### config.mk
export PLATFORM = sky130hd
export DESIGN_NAME = fwsr_host
export DESIGN_NICKNAME = d
export VERILOG_FILES = /design/src/logic/fwsr_pkg.sv /design/src/logic/fwsr_cyc_if.sv /design/src/logic/fwsr_bus_cycle.sv /design/src/logic/fwsr_host.sv
export VERILOG_INCLUDE_DIRS = /design/src /design/src/logic
export SDC_FILE = /design/constraint.sdc
export NUM_CORES = 1
export LEC_CHECK = 0
export ABC_AREA = 1
export CAP_MARGIN = 20
export CORE_MARGIN = 2
export CORE_UTILIZATION = 35
export CTS_CLUSTER_SIZE = 16
export DETAILED_ROUTE_END_ITERATION = 10
export DONT_BUFFER_PORTS = 1
export PLACE_DENSITY_LB_ADDON = 0.25
export REMOVE_ABC_BUFFERS = 1
export SETUP_SLACK_MARGIN = 0.05
export SLEW_MARGIN = 20
export SYNTH_ARGS = -nofsm -noshare
export SYNTH_HDL_FRONTEND = slang
export SYNTH_SLANG_ARGS = --single-unit
### constraint.sdc
create_clock -name clk -period 2 [get_ports clk]
set_clock_uncertainty 0.1 [all_clocks]
set_input_delay 0 -clock clk [delete_from_list [all_inputs] [get_ports clk]]
set_output_delay 0 -clock clk [all_outputs]
set_load 0.05 [all_outputs]
### src/logic/fwsr_map.svh
`ifndef FWSR_MAP_SVH
`define FWSR_MAP_SVH

// Clock period of the controller
`define FWSR_CLK_NS 25
// Read strobe length, least time, rounded up
`define FWSR_T_READ_NS 100
`define FWSR_READ_CYC ((`FWSR_T_READ_NS + `FWSR_CLK_NS - 1) / `FWSR_CLK_NS)
// Write strobe length, least time, rounded up
`define FWSR_T_WRITE_NS 35
`define FWSR_WRITE_CYC ((`FWSR_T_WRITE_NS + `FWSR_CLK_NS - 1) / `FWSR_CLK_NS)

// Status bit positions on the data bus
`define FWSR_BIT_COMPLEMENT_POLL 7
`define FWSR_BIT_TOGGLE_STATUS 6
`define FWSR_BIT_TIMEOUT_ERROR 5
`define FWSR_BIT_ERASE_TIMER 3
`define FWSR_BIT_ERASE_SECTOR_TOGGLE 2

// Reset command data, written to any address
`define FWSR_RESET_DATA 8'hf0
`define FWSR_RESET_ADDR 0

// Default bound on status reads in one poll
`define FWSR_POLL_MAX_DEF 1000000

`endif

### src/logic/fwsr_pkg.sv
package fwsr_pkg;

	typedef enum logic [1:0] {
		FWSR_OP_POLL = 2'h0,
		FWSR_OP_RESET = 2'h1,
		FWSR_OP_WRITE = 2'h2,
		FWSR_OP_ERASE_ADD = 2'h3
	} fwsr_op_e;

	typedef enum logic [2:0] {
		FWSR_RSP_OK = 3'h0,
		FWSR_RSP_FAIL = 3'h1,
		FWSR_RSP_REJECTED = 3'h2,
		FWSR_RSP_ABORTED = 3'h3,
		FWSR_RSP_LIMIT = 3'h4
	} fwsr_rsp_e;

	typedef enum logic [3:0] {
		FWSR_ST_IDLE = 4'h0,
		FWSR_ST_READ1 = 4'h1,
		FWSR_ST_READN = 4'h3,
		FWSR_ST_PRE = 4'h2,
		FWSR_ST_WRITE = 4'h6,
		FWSR_ST_POST = 4'h7,
		FWSR_ST_RESET = 4'h5,
		FWSR_ST_DONE = 4'h4
	} fwsr_state_e;

endpackage

### src/logic/fwsr_cyc_if.sv
`timescale 1ns/1ps
interface fwsr_cyc_if #(
	parameter int ADDR_W = 22,
	parameter int DATA_W = 16
);
	logic req;
	logic we;
	logic [ADDR_W-1:0] addr;
	logic [DATA_W-1:0] wdata;
	logic [DATA_W-1:0] rdata;
	logic done;

	modport master (output req, output we, output addr, output wdata, input rdata, input done);
	modport slave (input req, input we, input addr, input wdata, output rdata, output done);
endinterface

### src/logic/fwsr_bus_cycle.sv
`timescale 1ns/1ps
`include "fwsr_map.svh"
module fwsr_bus_cycle import fwsr_pkg::*; #(
	parameter int ADDR_W = 22,
	parameter int DATA_W = 16
) (
	// Clock and reset
	input wire logic clk,
	input wire logic reset_n,
	// Cycle requests
	fwsr_cyc_if.slave cyc,
	// Flash pins
	output logic [ADDR_W-1:0] flash_addr,
	output logic flash_ce_n,
	output logic flash_oe_n,
	output logic flash_we_n,
	output logic [DATA_W-1:0] flash_dq_o,
	output logic flash_dq_oe,
	input wire logic [DATA_W-1:0] flash_dq_i
);

	localparam logic [3:0] READ_CYC = 4'(`FWSR_READ_CYC);
	localparam logic [3:0] WRITE_CYC = 4'(`FWSR_WRITE_CYC);

	logic active_q;
	logic [3:0] cnt_q;
	logic done_q;
	logic [DATA_W-1:0] rdata_q;

	assign cyc.done = done_q;
	assign cyc.rdata = rdata_q;

	////////////////////////////////////////////////////////////////////////
	// Each read is its own chip-select and output-strobe frame, so both
	// toggle bits advance whichever strobe the device counts.
	always_ff @(posedge clk) begin
		if (!reset_n) begin
			active_q <= 1'b0;
			cnt_q <= 4'h0;
			done_q <= 1'b0;
			rdata_q <= '0;
			flash_addr <= '0;
			flash_ce_n <= 1'b1;
			flash_oe_n <= 1'b1;
			flash_we_n <= 1'b1;
			flash_dq_o <= '0;
			flash_dq_oe <= 1'b0;
		end else begin
			done_q <= 1'b0;
			if (!active_q) begin
				// Data released one cycle after the write edge for hold
				flash_dq_oe <= 1'b0;
				if (cyc.req) begin
					active_q <= 1'b1;
					flash_addr <= cyc.addr;
					flash_dq_o <= cyc.wdata;
					flash_dq_oe <= cyc.we;
					flash_ce_n <= 1'b0;
					flash_we_n <= !cyc.we;
					flash_oe_n <= cyc.we;
					cnt_q <= cyc.we ? WRITE_CYC : READ_CYC;
				end
			end else if (cnt_q > 4'h1) begin
				cnt_q <= cnt_q - 4'h1;
			end else begin
				// Write strobe rises here, which starts the device's status
				if (!flash_oe_n) begin
					rdata_q <= flash_dq_i;
				end
				active_q <= 1'b0;
				flash_ce_n <= 1'b1;
				flash_oe_n <= 1'b1;
				flash_we_n <= 1'b1;
				done_q <= 1'b1;
				cnt_q <= 4'h0;
			end
		end
	end

endmodule

### src/logic/fwsr_host.sv
// Summary of operation
// - Poll starts with two reads, compare
// - Timeout plus toggling: recheck, then reset
// - Resumed polling restarts with double read
// - After timeout write reset command
// - Short erase spacing may skip timer; here the timer is always checked
// - Check erase timer before and after
`timescale 1ns/1ps
`include "fwsr_map.svh"
module fwsr_host import fwsr_pkg::*; #(
	parameter int ADDR_W = 22,
	parameter int DATA_W = 16,
	parameter int POLL_MAX = `FWSR_POLL_MAX_DEF
) (
	// Clock and reset
	input wire logic clk,
	input wire logic reset_n,
	// User commands
	input wire logic cmd_valid,
	input wire logic [1:0] cmd_op,
	input wire logic [ADDR_W-1:0] cmd_addr,
	input wire logic [DATA_W-1:0] cmd_data,
	input wire logic poll_abort,
	output logic cmd_ready,
	// User answers
	output logic rsp_valid,
	output logic [2:0] rsp_code,
	output logic [DATA_W-1:0] rsp_data,
	output logic stat_toggling,
	output logic stat_sector_toggling,
	output logic stat_timeout,
	output logic stat_erase_started,
	output logic stat_busy,
	// Flash pins
	output logic [ADDR_W-1:0] flash_addr,
	output logic flash_ce_n,
	output logic flash_oe_n,
	output logic flash_we_n,
	output logic [DATA_W-1:0] flash_dq_o,
	output logic flash_dq_oe,
	input wire logic [DATA_W-1:0] flash_dq_i,
	input wire logic busy_indicator
);

	// Bit 7 is the highest status bit read, so narrower buses cannot serve
	if (DATA_W < 8 || ADDR_W < 1 || POLL_MAX < 2 || POLL_MAX > 32'h7fffffff) begin : g_bad_param
		$error("fwsr_host: unsupported parameter values");
	end

	fwsr_cyc_if #(.ADDR_W(ADDR_W), .DATA_W(DATA_W)) cyc ();

	fwsr_bus_cycle #(.ADDR_W(ADDR_W), .DATA_W(DATA_W)) u_cycle (
		.clk(clk),
		.reset_n(reset_n),
		.cyc(cyc.slave),
		.flash_addr(flash_addr),
		.flash_ce_n(flash_ce_n),
		.flash_oe_n(flash_oe_n),
		.flash_we_n(flash_we_n),
		.flash_dq_o(flash_dq_o),
		.flash_dq_oe(flash_dq_oe),
		.flash_dq_i(flash_dq_i)
	);

	function automatic logic bit_moved(input logic [DATA_W-1:0] a, input logic [DATA_W-1:0] b, input int pos);
		bit_moved = a[pos] ^ b[pos];
	endfunction

	fwsr_state_e state_q;
	fwsr_op_e op_q;
	logic req_q;
	logic we_q;
	logic [ADDR_W-1:0] addr_q;
	logic [DATA_W-1:0] wdata_q;
	logic [DATA_W-1:0] prev_q;
	logic recheck_q;
	logic [31:0] reads_q;
	logic [2:0] code_q;

	assign cyc.req = req_q;
	assign cyc.we = we_q;
	assign cyc.addr = addr_q;
	assign cyc.wdata = wdata_q;

	logic moved;
	logic sector_moved;
	assign moved = bit_moved(prev_q, cyc.rdata, `FWSR_BIT_TOGGLE_STATUS);
	assign sector_moved = bit_moved(prev_q, cyc.rdata, `FWSR_BIT_ERASE_SECTOR_TOGGLE);

	////////////////////////////////////////////////////////////////////////
	// Sequencer
	always_ff @(posedge clk) begin
		if (!reset_n) begin
			state_q <= FWSR_ST_IDLE;
			op_q <= FWSR_OP_POLL;
			req_q <= 1'b0;
			we_q <= 1'b0;
			addr_q <= '0;
			wdata_q <= '0;
			prev_q <= '0;
			recheck_q <= 1'b0;
			reads_q <= 32'h0;
			code_q <= FWSR_RSP_OK;
		end else begin
			req_q <= 1'b0;
			case (state_q)
				FWSR_ST_IDLE: begin
					if (cmd_valid) begin
						op_q <= fwsr_op_e'(cmd_op);
						addr_q <= cmd_addr;
						wdata_q <= cmd_data;
						recheck_q <= 1'b0;
						reads_q <= 32'h1;
						req_q <= 1'b1;
						we_q <= 1'b0;
						case (fwsr_op_e'(cmd_op))
							// Every poll opens with a fresh double read
							FWSR_OP_POLL: state_q <= FWSR_ST_READ1;
							FWSR_OP_RESET: begin
								addr_q <= ADDR_W'(`FWSR_RESET_ADDR);
								wdata_q <= DATA_W'(`FWSR_RESET_DATA);
								we_q <= 1'b1;
								state_q <= FWSR_ST_WRITE;
							end
							FWSR_OP_WRITE: begin
								we_q <= 1'b1;
								state_q <= FWSR_ST_WRITE;
							end
							// Timer always checked, no spacing shortcut
							// Timer checked before the added erase command
							FWSR_OP_ERASE_ADD: state_q <= FWSR_ST_PRE;
							default: state_q <= FWSR_ST_IDLE;
						endcase
					end
				end
				FWSR_ST_READ1: begin
					if (cyc.done) begin
						prev_q <= cyc.rdata;
						reads_q <= reads_q + 32'h1;
						req_q <= 1'b1;
						state_q <= FWSR_ST_READN;
					end
				end
				FWSR_ST_READN: begin
					if (cyc.done) begin
						prev_q <= cyc.rdata;
						reads_q <= reads_q + 32'h1;
						if (!moved) begin
							code_q <= FWSR_RSP_OK;
							state_q <= FWSR_ST_DONE;
						end else if (recheck_q) begin
							// Still toggling after timeout: fail and send reset
							code_q <= FWSR_RSP_FAIL;
							addr_q <= ADDR_W'(`FWSR_RESET_ADDR);
							wdata_q <= DATA_W'(`FWSR_RESET_DATA);
							we_q <= 1'b1;
							req_q <= 1'b1;
							state_q <= FWSR_ST_RESET;
						end else if (poll_abort) begin
							// Next poll starts from scratch
							code_q <= FWSR_RSP_ABORTED;
							state_q <= FWSR_ST_DONE;
						end else if (reads_q >= 32'(POLL_MAX)) begin
							code_q <= FWSR_RSP_LIMIT;
							state_q <= FWSR_ST_DONE;
						end else begin
							// Toggle may stop as the timeout bit rises, so read once more
							recheck_q <= cyc.rdata[`FWSR_BIT_TIMEOUT_ERROR];
							req_q <= 1'b1;
						end
					end
				end
				FWSR_ST_PRE: begin
					if (cyc.done) begin
						if (cyc.rdata[`FWSR_BIT_ERASE_TIMER]) begin
							// Erase already started; command would be ignored
							code_q <= FWSR_RSP_REJECTED;
							state_q <= FWSR_ST_DONE;
						end else begin
							we_q <= 1'b1;
							req_q <= 1'b1;
							state_q <= FWSR_ST_WRITE;
						end
					end
				end
				FWSR_ST_WRITE: begin
					if (cyc.done) begin
						code_q <= FWSR_RSP_OK;
						we_q <= 1'b0;
						if (op_q == FWSR_OP_ERASE_ADD) begin
							req_q <= 1'b1;
							state_q <= FWSR_ST_POST;
						end else begin
							state_q <= FWSR_ST_DONE;
						end
					end
				end
				FWSR_ST_POST: begin
					if (cyc.done) begin
						// Timer high on second check: last command may be lost
						code_q <= cyc.rdata[`FWSR_BIT_ERASE_TIMER] ? FWSR_RSP_REJECTED : FWSR_RSP_OK;
						state_q <= FWSR_ST_DONE;
					end
				end
				FWSR_ST_RESET: begin
					if (cyc.done) begin
						we_q <= 1'b0;
						state_q <= FWSR_ST_DONE;
					end
				end
				FWSR_ST_DONE: state_q <= FWSR_ST_IDLE;
				default: state_q <= FWSR_ST_IDLE;
			endcase
		end
	end

	////////////////////////////////////////////////////////////////////////
	// Answers to the user
	always_ff @(posedge clk) begin
		if (!reset_n) begin
			cmd_ready <= 1'b0;
			rsp_valid <= 1'b0;
			rsp_code <= FWSR_RSP_OK;
			rsp_data <= '0;
		end else begin
			cmd_ready <= (state_q == FWSR_ST_DONE) || (state_q == FWSR_ST_IDLE && !cmd_valid);
			rsp_valid <= (state_q == FWSR_ST_DONE);
			if (state_q == FWSR_ST_DONE) begin
				rsp_code <= code_q;
				rsp_data <= prev_q;
			end
		end
	end

	////////////////////////////////////////////////////////////////////////
	// Status view, refreshed on each status read
	always_ff @(posedge clk) begin
		if (!reset_n) begin
			stat_toggling <= 1'b0;
			stat_sector_toggling <= 1'b0;
			stat_timeout <= 1'b0;
			stat_erase_started <= 1'b0;
		end else if (cyc.done && !we_q) begin
			// Toggle bits compare only within one poll; first read has no partner
			if (state_q == FWSR_ST_READN) begin
				stat_toggling <= moved;
				stat_sector_toggling <= sector_moved;
			end
			stat_timeout <= cyc.rdata[`FWSR_BIT_TIMEOUT_ERROR];
			stat_erase_started <= cyc.rdata[`FWSR_BIT_ERASE_TIMER];
		end
	end

	// Shared busy line is only observed; the pull-up lives on the board
	always_ff @(posedge clk) begin
		if (!reset_n) begin
			stat_busy <= 1'b0;
		end else begin
			stat_busy <= !busy_indicator;
		end
	end

endmodule

==> out/qor.yml <==
status: "finished, final reports clean"
crit_top_cell: "inv_2"
maxCapViolations: 0
crit_start: "state_q[0]"
reg2regPathDepth: 10
ys.flop_type: "dfxtp_1"
rrSetupSlack_ps: 150
crit_buf_inv: 4
cpPeakStageDelay_ps: 370
row_count: 54
die_h_um: 154
io_pins: 129
maxSlewViolCount: 0
cts_inserted_buffers: 17
cts_tree: "yes"
crit_arrival_ps: 2060
intPower_mw: 7.49
p_comb_share_pct: 31.1
peakVddDrop_mv: 0.605
synth_edf_count: 0
syn_area_um2: 7860
fillers: 2186
routed_wirelength_mm: 22.4
cp_slowest_cell: "dfxtp_4"
die_w_um: 154
clk_pin_slew_ps: 70
min_path_type: "primary input to register"
grt_pass1_vias: 7102
async_flop_share_pct: 0
ys_seq_area_share_pct: 47.6
synth_warnings: 0
power_frac_seq_pct: 42.9
r2r_start: "state_q[0]"
initial_core_util_pct: 35.8
path_cells: "inv_2 -> nand2_4 -> nor2_4 -> buf_4 -> inv_2 -> a21oi_4 -> nand2_2 -> clkbuf_16 -> nand2_1 -> a21oi_1"
synth_cell_type_count: 43
period_needed_ps: 1850
cts_root_buffer: "clkbuf_16"
p_per_area_nw_per_um2: 1270
hpwl_mm: 14.6
drt_iter0_markers: 409
start_kind: "register"
syn_inst: 1073
hold_path_end: "cyc.we"
cts_sinks: 187
hp-start: "cmd_op[1]"
final_hold_viol_count: 0
cp.depth: 10
slew_headroom_pct: 64.0
grt_max_degree: 109
gp_congestion: 0.864
clkPwrFrac_pct: 26.0
cp_top_family: "buffers and inverters"
drt-vias-per-instance: 5.06
end_kind: "register"
whs_path_depth: 6
vias: 7474
clk_latency_ps: 420
swShare_pct: 40.9
tightest_slew_ps: 540
power.leakage_nw: 4.30
nNetsFinal: 1251
detail_route.first_pass.iterations: 5
diodes: 0
period_share_pct: 92.4
ys_ff_latch: 187
fmax_mhz: 541
antenna_found_initial: 0
drc: 0
rsz0062_at_grt: "false"
avgRoutedWirePerCell_um: 15.1
finalSetupTns_ps: 0
area_delta_synth_final_pct: 27.2
r2r_end: "cyc.wdata[2]"
io_buffers: 0
crit_fanout: 19
h-tree-depth: 4
worstSetupPathType: "register to register"
grt_usage_pct: 18.7
die_area_um2: 23700
postRouteAntennaNets: 0
clock_path_buffers: 2
grt_pass1_wl_mm: 36.0
p_total_mw: 12.7
crit_required_ps: 2210
core_um2: 22000
drive_gt1_share_pct: 13.5
overflow: 0
avgSynthCellArea_um2: 7.33
switchingPower_mw: 5.19
finalSetupViolCount: 0
[sequential cells by signal, indices dropped and copies added, names as in the netlist, 2 cells and up]
signal              flops
reads_q                32
addr_q                 22
u_cycle.flash_addr     22
cyc.wdata              16
prev_q                 16
rsp_data               16
u_cycle.cyc.rdata      16
u_cycle.flash_dq_o     16
u_cycle.cnt_q           4
code_q                  3
rsp_code                3
state_q                 3
op_q                    2
[cell usage after synthesis, types with 4 or more instances]
library cell	instances	area (um^2)
dfxtp_1	187	3740
inv_2	7	26.3
o21ai_0	111	556
inv_1	78	293
a21oi_1	80	400
buf_6	5	56.3
nand4_1	49	307
nor2_1	238	893
clkbuf_1	34	128
nand2_1	154	578
ha_1	6	75.1
xor2_1	4	35.0
nand3_1	35	175
buf_2	10	50.1
nor3_1	20	100
o211ai_1	5	37.5
[power by group through the flow]
stage | combinational [mW] | clock (mW) | sequential, mW
floorplan | 1.70 | 0 | 5.95
global placement | 3.45 | 0 | 5.51
detailed placement | 3.47 | 0 | 5.51
CTS | 3.62 | 3.39 | 5.43
global route | 4.33 | 3.54 | 5.52
finish | 3.94 | 3.30 | 5.44
[worst reg2reg max path: cells and delay by family, from the launching register on]
family / cells / cell delay [ps]
buffers and inverters: 4 / 520
and+or+nand+nor: 4 / 510
DFF: 1 / 370
AOI/OAI and AO/OA: 2 / 240
[cell type report]
class                   count  area [um^2]  area share (%)
well taps                 280          350            3.50
clock buffers              17          425            4.25
multi-input cells         746         3620            36.2
flip-flops and latches    187         3760            37.6
inverters                  87          329            3.29
clock inverters            15          155            1.55
repair buffers            145         1370            13.7
[metal layers]
layer  part of all wire, %  GRT usage [%]  wire length [um]  up-vias
li1                      -              -                 -     3753
met3                   5.2           4.23              1160       28
met4                   2.0           5.52               437        0
met5                     0              0                 0        -
met2                    47           30.7             10600      194
met1                    45           24.6             10200     3499
[per-stage QoR]
stage | setup slack [ps] | hold slack [ps] | area, um^2 | instances | util [%]
global route | 7.79 | 71.3 | 10000 | 1477 | 45.5
finish | 151 | 58.4 | 10000 | 1477 | 45.5
detailed placement | 35.9 | -7.35 | 8560 | 1368 | 39.0
CTS | 54.8 | 40.1 | 9780 | 1462 | 44.5
global placement | 90.4 | -26.7 | 8560 | 1368 | 39.0
floorplan | -1040 | -31.1 | 7610 | 1020 | -
[worst max-delay path by stage]
stage	slack, ps	to
2_1_floorplan	-1040	addr_q[0]
3_3_place_gp	90	reads_q[18]
3_5_place_dp	40	reads_q[18]
4_1_cts	50	reads_q[18]
5_1_grt	8	reads_q[24]
6_report	150	cyc.wdata[2]
[what timing repair did]
item / CTS / global route
pin swaps: 0 / 6
hold buffers: 62 / 0
endpoints found under the hold margin: 185 / 0
buffers inserted: 0 / 14
cloned: 0 / 1
resized for setup: 1 / 25
setup endpoints to repair: 1 / 75
[placed cells by master, fill, tap and decap left out, types with 4 or more instances in the layout]
cell / count
buf_12: 7
nor2_4: 5
nor3_1: 19
inv_2: 10
clkbuf_16: 18
nor2_1: 235
a21oi_1: 79
inv_1: 76
nor2_2: 4
dlygate4sd3_1: 61
o21ai_0: 111
nand2_1: 151
nand2_4: 4
nand3_1: 34
ha_1: 5
dfxtp_1: 182
buf_4: 75
o211ai_1: 5
xor2_1: 4
nand4_1: 49
[kinds of logic (layout without fill, tap and decap cells)]
logic type / Yosys count / after routing / synth area share [%]
simple gates: 518 / 518 / 29.0
flops: 187 / 187 / 47.6
xor+xnor: 5 / 5 / 0.557
buf+inv: 140 / 264 / 7.41
compound gates: 217 / 217 / 14.5
fa+ha+maj: 6 / 6 / 0.955
Note: power is estimated with default switching activity, not from simulation.
